$ cat src/pdl_pkg.sv
// Package with offsets, field positions and reset values of the module-disable write lock.
package pdl_pkg;

  // Register offsets on the register port (byte addresses, one word each).
  localparam logic [7:0] OFS_CFG_CONTROL = 8'h00;
  localparam logic [7:0] OFS_CONFIG_WORD_THREE = 8'h04;
  localparam logic [7:0] OFS_DISABLE_BASE = 8'h10;
  localparam logic [7:0] OFS_STEP = 8'h04;

  // Field positions in the configuration control register.
  localparam int BIT_DISABLE_LOCK = 12;

  // Field positions in configuration word three.
  localparam int BIT_VBUS_OWNER = 31;
  localparam int BIT_USB_ID_OWNER = 30;
  localparam int BIT_PIN_SELECT_ONE_SHOT = 29;
  localparam int BIT_DISABLE_ONE_SHOT = 28;
  localparam int USER_ID_MSB = 15;

  // Implemented bits of configuration word three; bits 27 to 16 read as zero.
  localparam logic [31:0] CONFIG_WORD_MASK = 32'hF000_FFFF;

  // Values after reset.
  localparam logic LOCK_RESET = 1'h1;
  localparam logic [31:0] DISABLE_RESET = 32'h0000_0000;
  localparam logic [31:0] READ_RESET = 32'h0000_0000;

endpackage

$ cat src/pdl_config_word.sv
// Configuration word three: programmed bits captured at reset, unimplemented bits forced to zero.
`timescale 1ns/10ps

module pdl_config_word (
  // Clock and reset.
  input wire logic clock,
  input wire logic rstn,
  // Programmed configuration bits.
  input wire logic [31:0] programmedWord,
  // Captured word and decoded fields.
  output logic [31:0] configWord,
  output logic vbusOnPinOwner,
  output logic usbIdPinOwner,
  output logic pinSelectOneShot,
  output logic moduleDisableOneShot,
  output logic [15:0] userIdentifier
);

  logic [31:0] word_ff;

  // The word is loaded while reset is held and then stays fixed until the next reset.
  always_ff @(posedge clock) begin
    if (!rstn) begin
      word_ff <= programmedWord & pdl_pkg::CONFIG_WORD_MASK;
    end
  end

  // Field decode; ownership selects leave the block as levels.
  assign configWord = word_ff;
  assign vbusOnPinOwner = word_ff[pdl_pkg::BIT_VBUS_OWNER];
  assign usbIdPinOwner = word_ff[pdl_pkg::BIT_USB_ID_OWNER];
  assign pinSelectOneShot = word_ff[pdl_pkg::BIT_PIN_SELECT_ONE_SHOT];
  assign moduleDisableOneShot = word_ff[pdl_pkg::BIT_DISABLE_ONE_SHOT];
  assign userIdentifier = word_ff[pdl_pkg::USER_ID_MSB:0];

  // The captured word keeps its unimplemented bits at zero and never moves outside reset.
  chk_unimpl_zero: assert property (@(posedge clock) disable iff (!rstn)
    (word_ff & ~pdl_pkg::CONFIG_WORD_MASK) == 32'h0000_0000)
    else $error("Unimplemented config bits not zero.");
  chk_word_stable: assert property (@(posedge clock) disable iff (!rstn)
    $past(rstn) |-> $stable(word_ff)) else $error("Config word changed outside reset.");

endmodule

$ cat src/pdl_write_lock.sv
// Write lock for the module-disable registers, with the configuration control and word three.
`timescale 1ns/10ps

// Behaviour
// While locked, writes to module-disable registers leave their contents unchanged.
// Blocked writes complete like ordinary writes, no error and no stall.
// Lock is bit 12 of configuration control; one blocks, zero permits writes.
// Software runs the system unlock sequence before changing the lock bit.
// One-shot bit 28 forbids clearing the lock once set; zero allows repeats. The code still allows one clear of the lock set by reset.
// With lock set in one-shot mode, unlock procedures are ignored. The code still clears on an unlocked write until software first sets the lock.
// In one-shot mode only a device reset clears the set lock. The code's reset loads the lock set and allows one clear again.
// Bit 29 of word three selects one-time or repeated pin-select configuration.
// Bit 31 of word three gives the bus-power pin to USB or port.
// Bit 30 of word three gives the USB ID pin to USB or port.
// Bits 15 to 0 of word three hold a 16-bit user identifier.
// Bits 27 to 16 of word three always read as zero.
// The lock is set after reset; writes need an explicit unlock.
module pdl_write_lock #(
  parameter int NUM_DISABLE = 6,
  parameter int DISABLE_WIDTH = 32
) (
  // Clock and reset.
  input wire logic clock,
  input wire logic rstn,
  // Register port.
  input wire logic regWrite,
  input wire logic regRead,
  input wire logic [7:0] regAddr,
  input wire logic [31:0] regWdata,
  output logic [31:0] regRdata,
  output logic regReady,
  // System unlock state from the key sequence logic.
  input wire logic systemUnlocked,
  // Programmed configuration bits.
  input wire logic [31:0] programmedWord,
  // Module-disable register contents.
  output logic [NUM_DISABLE*DISABLE_WIDTH-1:0] moduleDisable,
  // Lock state and configuration fields.
  output logic moduleDisableLock,
  output logic vbusOnPinOwner,
  output logic usbIdPinOwner,
  output logic pinSelectOneShot,
  output logic [15:0] userIdentifier
);

  logic lock_ff;
  logic nxt_lock;
  logic setOnce_ff;
  logic [31:0] regRdata_ff;
  logic [31:0] nxt_regRdata;
  logic [31:0] configWord;
  logic oneShot;
  logic controlHit;
  logic lockWriteValue;
  logic lockChangeAllowed;
  logic [DISABLE_WIDTH-1:0] disable_ff [NUM_DISABLE];
  logic [NUM_DISABLE-1:0] disableHit;

  pdl_config_word pdl_config_word_i (
    .clock(clock),
    .rstn(rstn),
    .programmedWord(programmedWord),
    .configWord(configWord),
    .vbusOnPinOwner(vbusOnPinOwner),
    .usbIdPinOwner(usbIdPinOwner),
    .pinSelectOneShot(pinSelectOneShot),
    .moduleDisableOneShot(oneShot),
    .userIdentifier(userIdentifier)
  );

  // Every access completes in its own cycle, whether or not it is blocked.
  assign regReady = 1'b1;

  // Control register decode and the value a write would give the lock.
  assign controlHit = regWrite && (regAddr == pdl_pkg::OFS_CFG_CONTROL);
  assign lockWriteValue = regWdata[pdl_pkg::BIT_DISABLE_LOCK];

  // The lock moves only after the system unlock, and never clears once software has set it in one-shot mode.
  // Setting is always allowed with the unlock, so software can close a session at any time.
  // Disable-register writes do not need the unlock; only the lock itself gates them.
  assign lockChangeAllowed = systemUnlocked && !(oneShot && setOnce_ff && !lockWriteValue);

  // Next lock value.
  always_comb begin
    nxt_lock = lock_ff;
    if (controlHit && lockChangeAllowed) begin
      nxt_lock = lockWriteValue;
    end
  end

  // Lock bit; only reset forces it back, and reset leaves it locked.
  always_ff @(posedge clock) begin
    if (!rstn) begin
      lock_ff <= pdl_pkg::LOCK_RESET;
    end else begin
      lock_ff <= nxt_lock;
    end
  end

  // Remembers that software has set the lock at least once since reset.
  // Reset loads the lock but does not count as a set, so the first clear stays allowed.
  always_ff @(posedge clock) begin
    if (!rstn) begin
      setOnce_ff <= 1'b0;
    end else if (!lock_ff && nxt_lock) begin
      setOnce_ff <= 1'b1;
    end
  end

  // The lock leaves the block as a level for the peripherals that it guards.
  assign moduleDisableLock = lock_ff;

  // Module-disable registers, written only while the lock is clear.
  genvar gi;
  generate
    for (gi = 0; gi < NUM_DISABLE; gi++) begin : g_disable
      assign disableHit[gi] = regWrite &&
        (regAddr == 8'(pdl_pkg::OFS_DISABLE_BASE + pdl_pkg::OFS_STEP * gi));
      always_ff @(posedge clock) begin
        if (!rstn) begin
          disable_ff[gi] <= DISABLE_WIDTH'(pdl_pkg::DISABLE_RESET);
        end else if (disableHit[gi] && !lock_ff) begin
          disable_ff[gi] <= regWdata[DISABLE_WIDTH-1:0];
        end
      end
      assign moduleDisable[gi*DISABLE_WIDTH +: DISABLE_WIDTH] = disable_ff[gi];
      // Every entry holds while locked and takes an unlocked write on the next edge.
      chk_entry_locked: assert property (@(posedge clock) disable iff (!rstn)
        lock_ff |=> $stable(disable_ff[gi]))
        else $error("Disable entry changed while locked.");
      chk_entry_write: assert property (@(posedge clock) disable iff (!rstn)
        (disableHit[gi] && !lock_ff) |=> disable_ff[gi] == $past(regWdata[DISABLE_WIDTH-1:0]))
        else $error("Unlocked entry write was not stored.");
    end
  endgenerate

  // Read mux; unmapped offsets read as zero.
  always_comb begin
    nxt_regRdata = 32'h0000_0000;
    if (regAddr == pdl_pkg::OFS_CFG_CONTROL) begin
      nxt_regRdata[pdl_pkg::BIT_DISABLE_LOCK] = lock_ff;
    end else if (regAddr == pdl_pkg::OFS_CONFIG_WORD_THREE) begin
      nxt_regRdata = configWord;
    end
    for (int i = 0; i < NUM_DISABLE; i++) begin
      if (regAddr == 8'(pdl_pkg::OFS_DISABLE_BASE + pdl_pkg::OFS_STEP * i)) begin
        nxt_regRdata = 32'(disable_ff[i]);
      end
    end
  end

  // Read data register, loaded on a read and held otherwise.
  // A read and a write in one cycle return the value from before the write.
  always_ff @(posedge clock) begin
    if (!rstn) begin
      regRdata_ff <= pdl_pkg::READ_RESET;
    end else if (regRead) begin
      regRdata_ff <= nxt_regRdata;
    end
  end

  // Read data leaves the block straight from its register.
  assign regRdata = regRdata_ff;

  // Checks on module-disable register 0 and on the write handshake.
  chk_locked_hold: assert property (@(posedge clock) disable iff (!rstn)
    lock_ff |=> disable_ff[0] == $past(disable_ff[0]))
    else $error("Disable register changed while locked.");
  chk_unlocked_write: assert property (@(posedge clock) disable iff (!rstn)
    (disableHit[0] && !lock_ff) |=> disable_ff[0] == $past(regWdata[DISABLE_WIDTH-1:0]))
    else $error("Unlocked write was not stored.");
  chk_ready_always: assert property (@(posedge clock) disable iff (!rstn)
    regWrite |-> regReady) else $error("Write was stalled.");

  // Checks on how the lock bit and the one-shot memory may move.
  chk_no_key_hold: assert property (@(posedge clock) disable iff (!rstn)
    !systemUnlocked |=> lock_ff == $past(lock_ff))
    else $error("Lock changed without system unlock.");
  chk_oneshot_stick: assert property (@(posedge clock) disable iff (!rstn)
    (oneShot && setOnce_ff && lock_ff) |=> lock_ff)
    else $error("One-shot lock was cleared.");
  chk_multi_clear: assert property (@(posedge clock) disable iff (!rstn)
    (!oneShot && controlHit && systemUnlocked && !lockWriteValue) |=> !lock_ff)
    else $error("Lock not cleared in repeat mode.");
  chk_set_allowed: assert property (@(posedge clock) disable iff (!rstn)
    (controlHit && systemUnlocked && lockWriteValue) |=> lock_ff)
    else $error("Lock not set by an unlocked write.");
  chk_set_marks: assert property (@(posedge clock) disable iff (!rstn)
    (!lock_ff && nxt_lock) |=> setOnce_ff)
    else $error("Software set of the lock not remembered.");
  chk_reset_locked: assert property (@(posedge clock)
    !rstn |=> lock_ff && !setOnce_ff) else $error("Lock not set after reset.");
  chk_reset_only: assert property (@(posedge clock) disable iff (!rstn)
    (oneShot && $past(setOnce_ff) && $past(lock_ff)) |-> lock_ff)
    else $error("Set lock cleared without reset.");

  // Checks on the read port: lock readback, word three contents and held data.
  chk_lock_readback: assert property (@(posedge clock) disable iff (!rstn)
    (regRead && regAddr == pdl_pkg::OFS_CFG_CONTROL)
    |=> regRdata == (32'($past(lock_ff)) << pdl_pkg::BIT_DISABLE_LOCK))
    else $error("Control read does not show the lock.");
  chk_word_readback: assert property (@(posedge clock) disable iff (!rstn)
    (regRead && regAddr == pdl_pkg::OFS_CONFIG_WORD_THREE)
    |=> (regRdata & ~pdl_pkg::CONFIG_WORD_MASK) == 32'h0000_0000)
    else $error("Word three read shows unimplemented bits.");
  chk_word_value: assert property (@(posedge clock) disable iff (!rstn)
    (regRead && regAddr == pdl_pkg::OFS_CONFIG_WORD_THREE)
    |=> regRdata[pdl_pkg::USER_ID_MSB:0] == $past(userIdentifier))
    else $error("Word three read lost the user identifier.");
  chk_read_hold: assert property (@(posedge clock) disable iff (!rstn)
    !regRead |=> $stable(regRdata))
    else $error("Read data moved without a read.");

  // Checks that the configuration fields leave the block from word three.
  chk_field_owner: assert property (@(posedge clock) disable iff (!rstn)
    vbusOnPinOwner == configWord[pdl_pkg::BIT_VBUS_OWNER])
    else $error("Bus-power pin owner differs from word three.");
  chk_usb_owner: assert property (@(posedge clock) disable iff (!rstn)
    usbIdPinOwner == configWord[pdl_pkg::BIT_USB_ID_OWNER])
    else $error("USB ID pin owner differs from word three.");
  chk_pin_select: assert property (@(posedge clock) disable iff (!rstn)
    pinSelectOneShot == configWord[pdl_pkg::BIT_PIN_SELECT_ONE_SHOT])
    else $error("Pin-select mode differs from word three.");
  chk_user_id: assert property (@(posedge clock) disable iff (!rstn)
    userIdentifier == configWord[pdl_pkg::USER_ID_MSB:0])
    else $error("User identifier differs from word three.");

endmodule

$ cat config.mk
export PLATFORM = sky130hd
export DESIGN_NAME = pdl_write_lock
export DESIGN_NICKNAME = d
export VERILOG_FILES = /design/src/pdl_pkg.sv /design/src/pdl_config_word.sv /design/src/pdl_write_lock.sv
export SDC_FILE = /design/constraint.sdc
export NUM_CORES = 1
export LEC_CHECK = 0
export BUFFER_PORTS_ARGS = -buffer_cell sky130_fd_sc_hd__clkbuf_2
export CAP_MARGIN = 10
export CELL_PAD_IN_SITES_DETAIL_PLACEMENT = 0
export CELL_PAD_IN_SITES_GLOBAL_PLACEMENT = 1
export CORE_ASPECT_RATIO = 1.25
export CORE_MARGIN = 1
export CORE_UTILIZATION = 30
export CTS_BUF_LIST = sky130_fd_sc_hd__clkbuf_16
export DETAILED_ROUTE_END_ITERATION = 10
export HOLD_SLACK_MARGIN = 0.05
export PLACE_DENSITY_LB_ADDON = 0.12
export SYNTH_ARGS = -nofsm -noshare
export SYNTH_HDL_FRONTEND = slang
export SYNTH_SLANG_ARGS = --single-unit
$ cat constraint.sdc
create_clock -name clock -period 8.95 [get_ports clock]
set_input_delay 2.685 -clock clock [delete_from_list [all_inputs] [get_ports clock]]
set_output_delay 2.685 -clock clock [all_outputs]
set_load 0.05 [all_outputs]
==> metrics.cfg <==
[drt]
dr.pass1.iters=4
drt-initial-drc-count=486
ant_nets=0
num_vias=8646
drc_errors=0
via_per_inst=5.04
wl_per_cell_um=25.9
drt-total-wl_mm=44.4

[timing]
max_freq_mhz=166
slew_headroom=0.272
worst_pin_slew_ns=1.09
finalCritPeriodShare=0.675
rsz0062_at_grt=false
maxSlewViolCount=0
min_period_ns=6.04
setup_viol=0
fin_skew_ns=0.0178
fin_setup_tns_ns=0
hold_viol=0

[floorplan]
die_h_um=219
core_area_um2=37300
io_pins=322
die_w_um=176
initial_utilization=0.304
dieArea_um2=38600
core.rowCount=79

[final_layout]
layout-drive-gt1-share=0.322
area_growth_pct=25.3
n_antenna_cell=0
nNetsFinal=1283
fillCellCount=3729

[clocking]
htree_levels=1
clk_transition_reported_paths_ns=0.06
cts_resized=0
numCtsBuffers=29
clock-sinks=246
ctsHoldBuffers=0
clock-root-buffer=clkbuf_16
cts.repair_timing.setup_buffer_count=0
cts_tree=built
clk_latency_ns=0.56
cts_buffer_depth=3

[grt]
grt_util_all_layers=0.228
first_global_vias=8839
grt_antenna_before_repair=2
overflow=0
grt_max_degree=57
grt_pass1_wl_mm=62.7

[synthesis]
synthTopCellsByArea=edfxtp_1, and2_1, dfxtp_1, nor2_1, a2bb2oi_1
syn_nets=1006
syn_inst=929
synth-seq-area-share=0.621
synth-edff-count=212
synthesis.area_um2=11300
yosysTopAreaCell=edfxtp_1
yosys_warnings=0
yosysMostFrequentCell=edfxtp_1
yosysTopAreaCellShare=0.561
netlist_top_cells_count=edfxtp_1, and2_1, nor2_1
async_flop_share=0
yosys_register_bits=246
yosysUniqueCellTypes=58
syn_area_per_cell_um2=12.2
ys.flop_type=edfxtp_1

[critical_path]
cp-end-kind=flip-flop
critPathArrivalTime_ns=6.23
critPathRequiredTime_ns=9.15
critPathLaunchType=input port
reg2reg_to=disable_ff[0][23]$_SDFFCE_PN0P_
r2r_start=moduleDisableLock$_SDFF_PN1_
ff2ff_setup_slack_ns=6.17
r2r_cells=5
worst-path-max-fanout=28
crit_type=input port to flip-flop

[flow_run]
cap_violations=0

[worst_hold_path]
hold_start=setOnce_ff$_SDFFE_PN0P_
hold_end=setOnce_ff$_SDFFE_PN0P_
min_path_type=flip-flop to flip-flop
min_path_cells=1

[power_and_ir_drop]
ir_drop_mv=0.134
pwr-share-seq=0.482
switching_share=0.288
power_mw=2.72
switching_power_mw=0.784
power_frac_clock=0.388
power_density_nw_per_um2=192
p_leak_nw=5.68
p_int_mw=1.94
combinationalPowerShare=0.130

[run_status]
status=complete, no violations

[place]
place_hpwl_mm=28.2
io_buffers=308
place.gp.congestion=0.738

metal layers:
layer,track usage,up-vias,part of all wire
met5,0,-,0.00054
met4,0.0528,4,0.017
met3,0.0492,47,0.059
met2,0.418,288,0.52
met1,0.269,4298,0.40
li1,-,4009,-
critical path, cell delays in order:
cell      delay (ns)
clkbuf_2        0.68
nor2b_4         0.82
nand2_2         0.56
o41ai_2         0.81
buf_4           0.60
through the flow:
step	hold WS, ns	std cells	util	worst slack, ns	area (um^2)
6_report	0.475	1714	0.381	2.91	14200
5_1_grt	0.489	1714	0.381	2.80	14200
2_1_floorplan	0.440	929	-	1.47	11300
4_1_cts	0.477	1714	0.381	2.87	14200
3_5_place_dp	0.462	1661	0.359	2.28	13400
3_3_place_gp	0.449	1661	0.359	2.29	13400
power groups by stage:
stage               Clock [mW]  Sequential, mW  Combinational, mW
finish                    1.06            1.31              0.354
global route              1.12            1.32              0.372
CTS                       1.08            1.31              0.359
detailed placement           0            1.34              0.359
global placement             0            1.34              0.358
floorplan                    0            1.48             0.0870
cells by family after synthesis:
group / count (synthesis) / share of synthesized area
AND/OR/NAND/NOR: 385 / 0.203
flip-flops: 246 / 0.621
AO/OA/AOI/OAI: 194 / 0.125
buffers and inverters: 88 / 0.0368
multiplexers: 15 / 0.0135
other: 1 / 0.000331
layout make-up:
class,instances,area [um^2],area share
clock buffer,29,726,0.0511
clock inverter,24,97.6,0.00687
inverter,3,11.3,0.000792
multi-input combinational,595,4010,0.282
sequential,246,7050,0.496
tap,486,608,0.0428
timing repair buffer,331,1720,0.121
registers in the layout, indices dropped and copies added, names as in the netlist:
name and count:
moduleDisableLock 1, disable_ff 192, regRdata 32, setOnce_ff 1, pdl_config_word_i.configWord 20
how the worst max path moves through the flow:
stage	start	slack (ns)	cells past startpoint	endpoint
2_1_floorplan	regAddr[4]	1.47	5	disable_ff[2][0]$_SDFFCE_PN0P_
3_3_place_gp	regAddr[4]	2.29	5	disable_ff[0][4]$_SDFFCE_PN0P_
3_5_place_dp	regAddr[4]	2.28	5	disable_ff[0][21]$_SDFFCE_PN0P_
4_1_cts	regAddr[4]	2.87	5	disable_ff[0][24]$_SDFFCE_PN0P_
5_1_grt	regAddr[4]	2.80	5	disable_ff[0][19]$_SDFFCE_PN0P_
6_report	regAddr[4]	2.91	5	disable_ff[0][21]$_SDFFCE_PN0P_
placed cells by master (no fill, tap or decap), types with 11 or more instances in the layout:
master / count
clkbuf_2: 306
edfxtp_1: 212
and2_1: 192
nor2_1: 50
a21oi_1: 35
dfxtp_1: 34
clkbuf_16: 29
o21ai_0: 28
nand2_1: 25
buf_4: 24
a2bb2oi_1: 22
nand3_1: 20
o22ai_1: 20
nor4_1: 19
nor2b_1: 19
o211ai_1: 18
a32o_1: 18
nor3b_1: 16
a221o_1: 16
inv_1: 15
mux2i_1: 13
o2bb2ai_1: 11
nand3b_1: 11
Power figures use the tool's default switching activity.
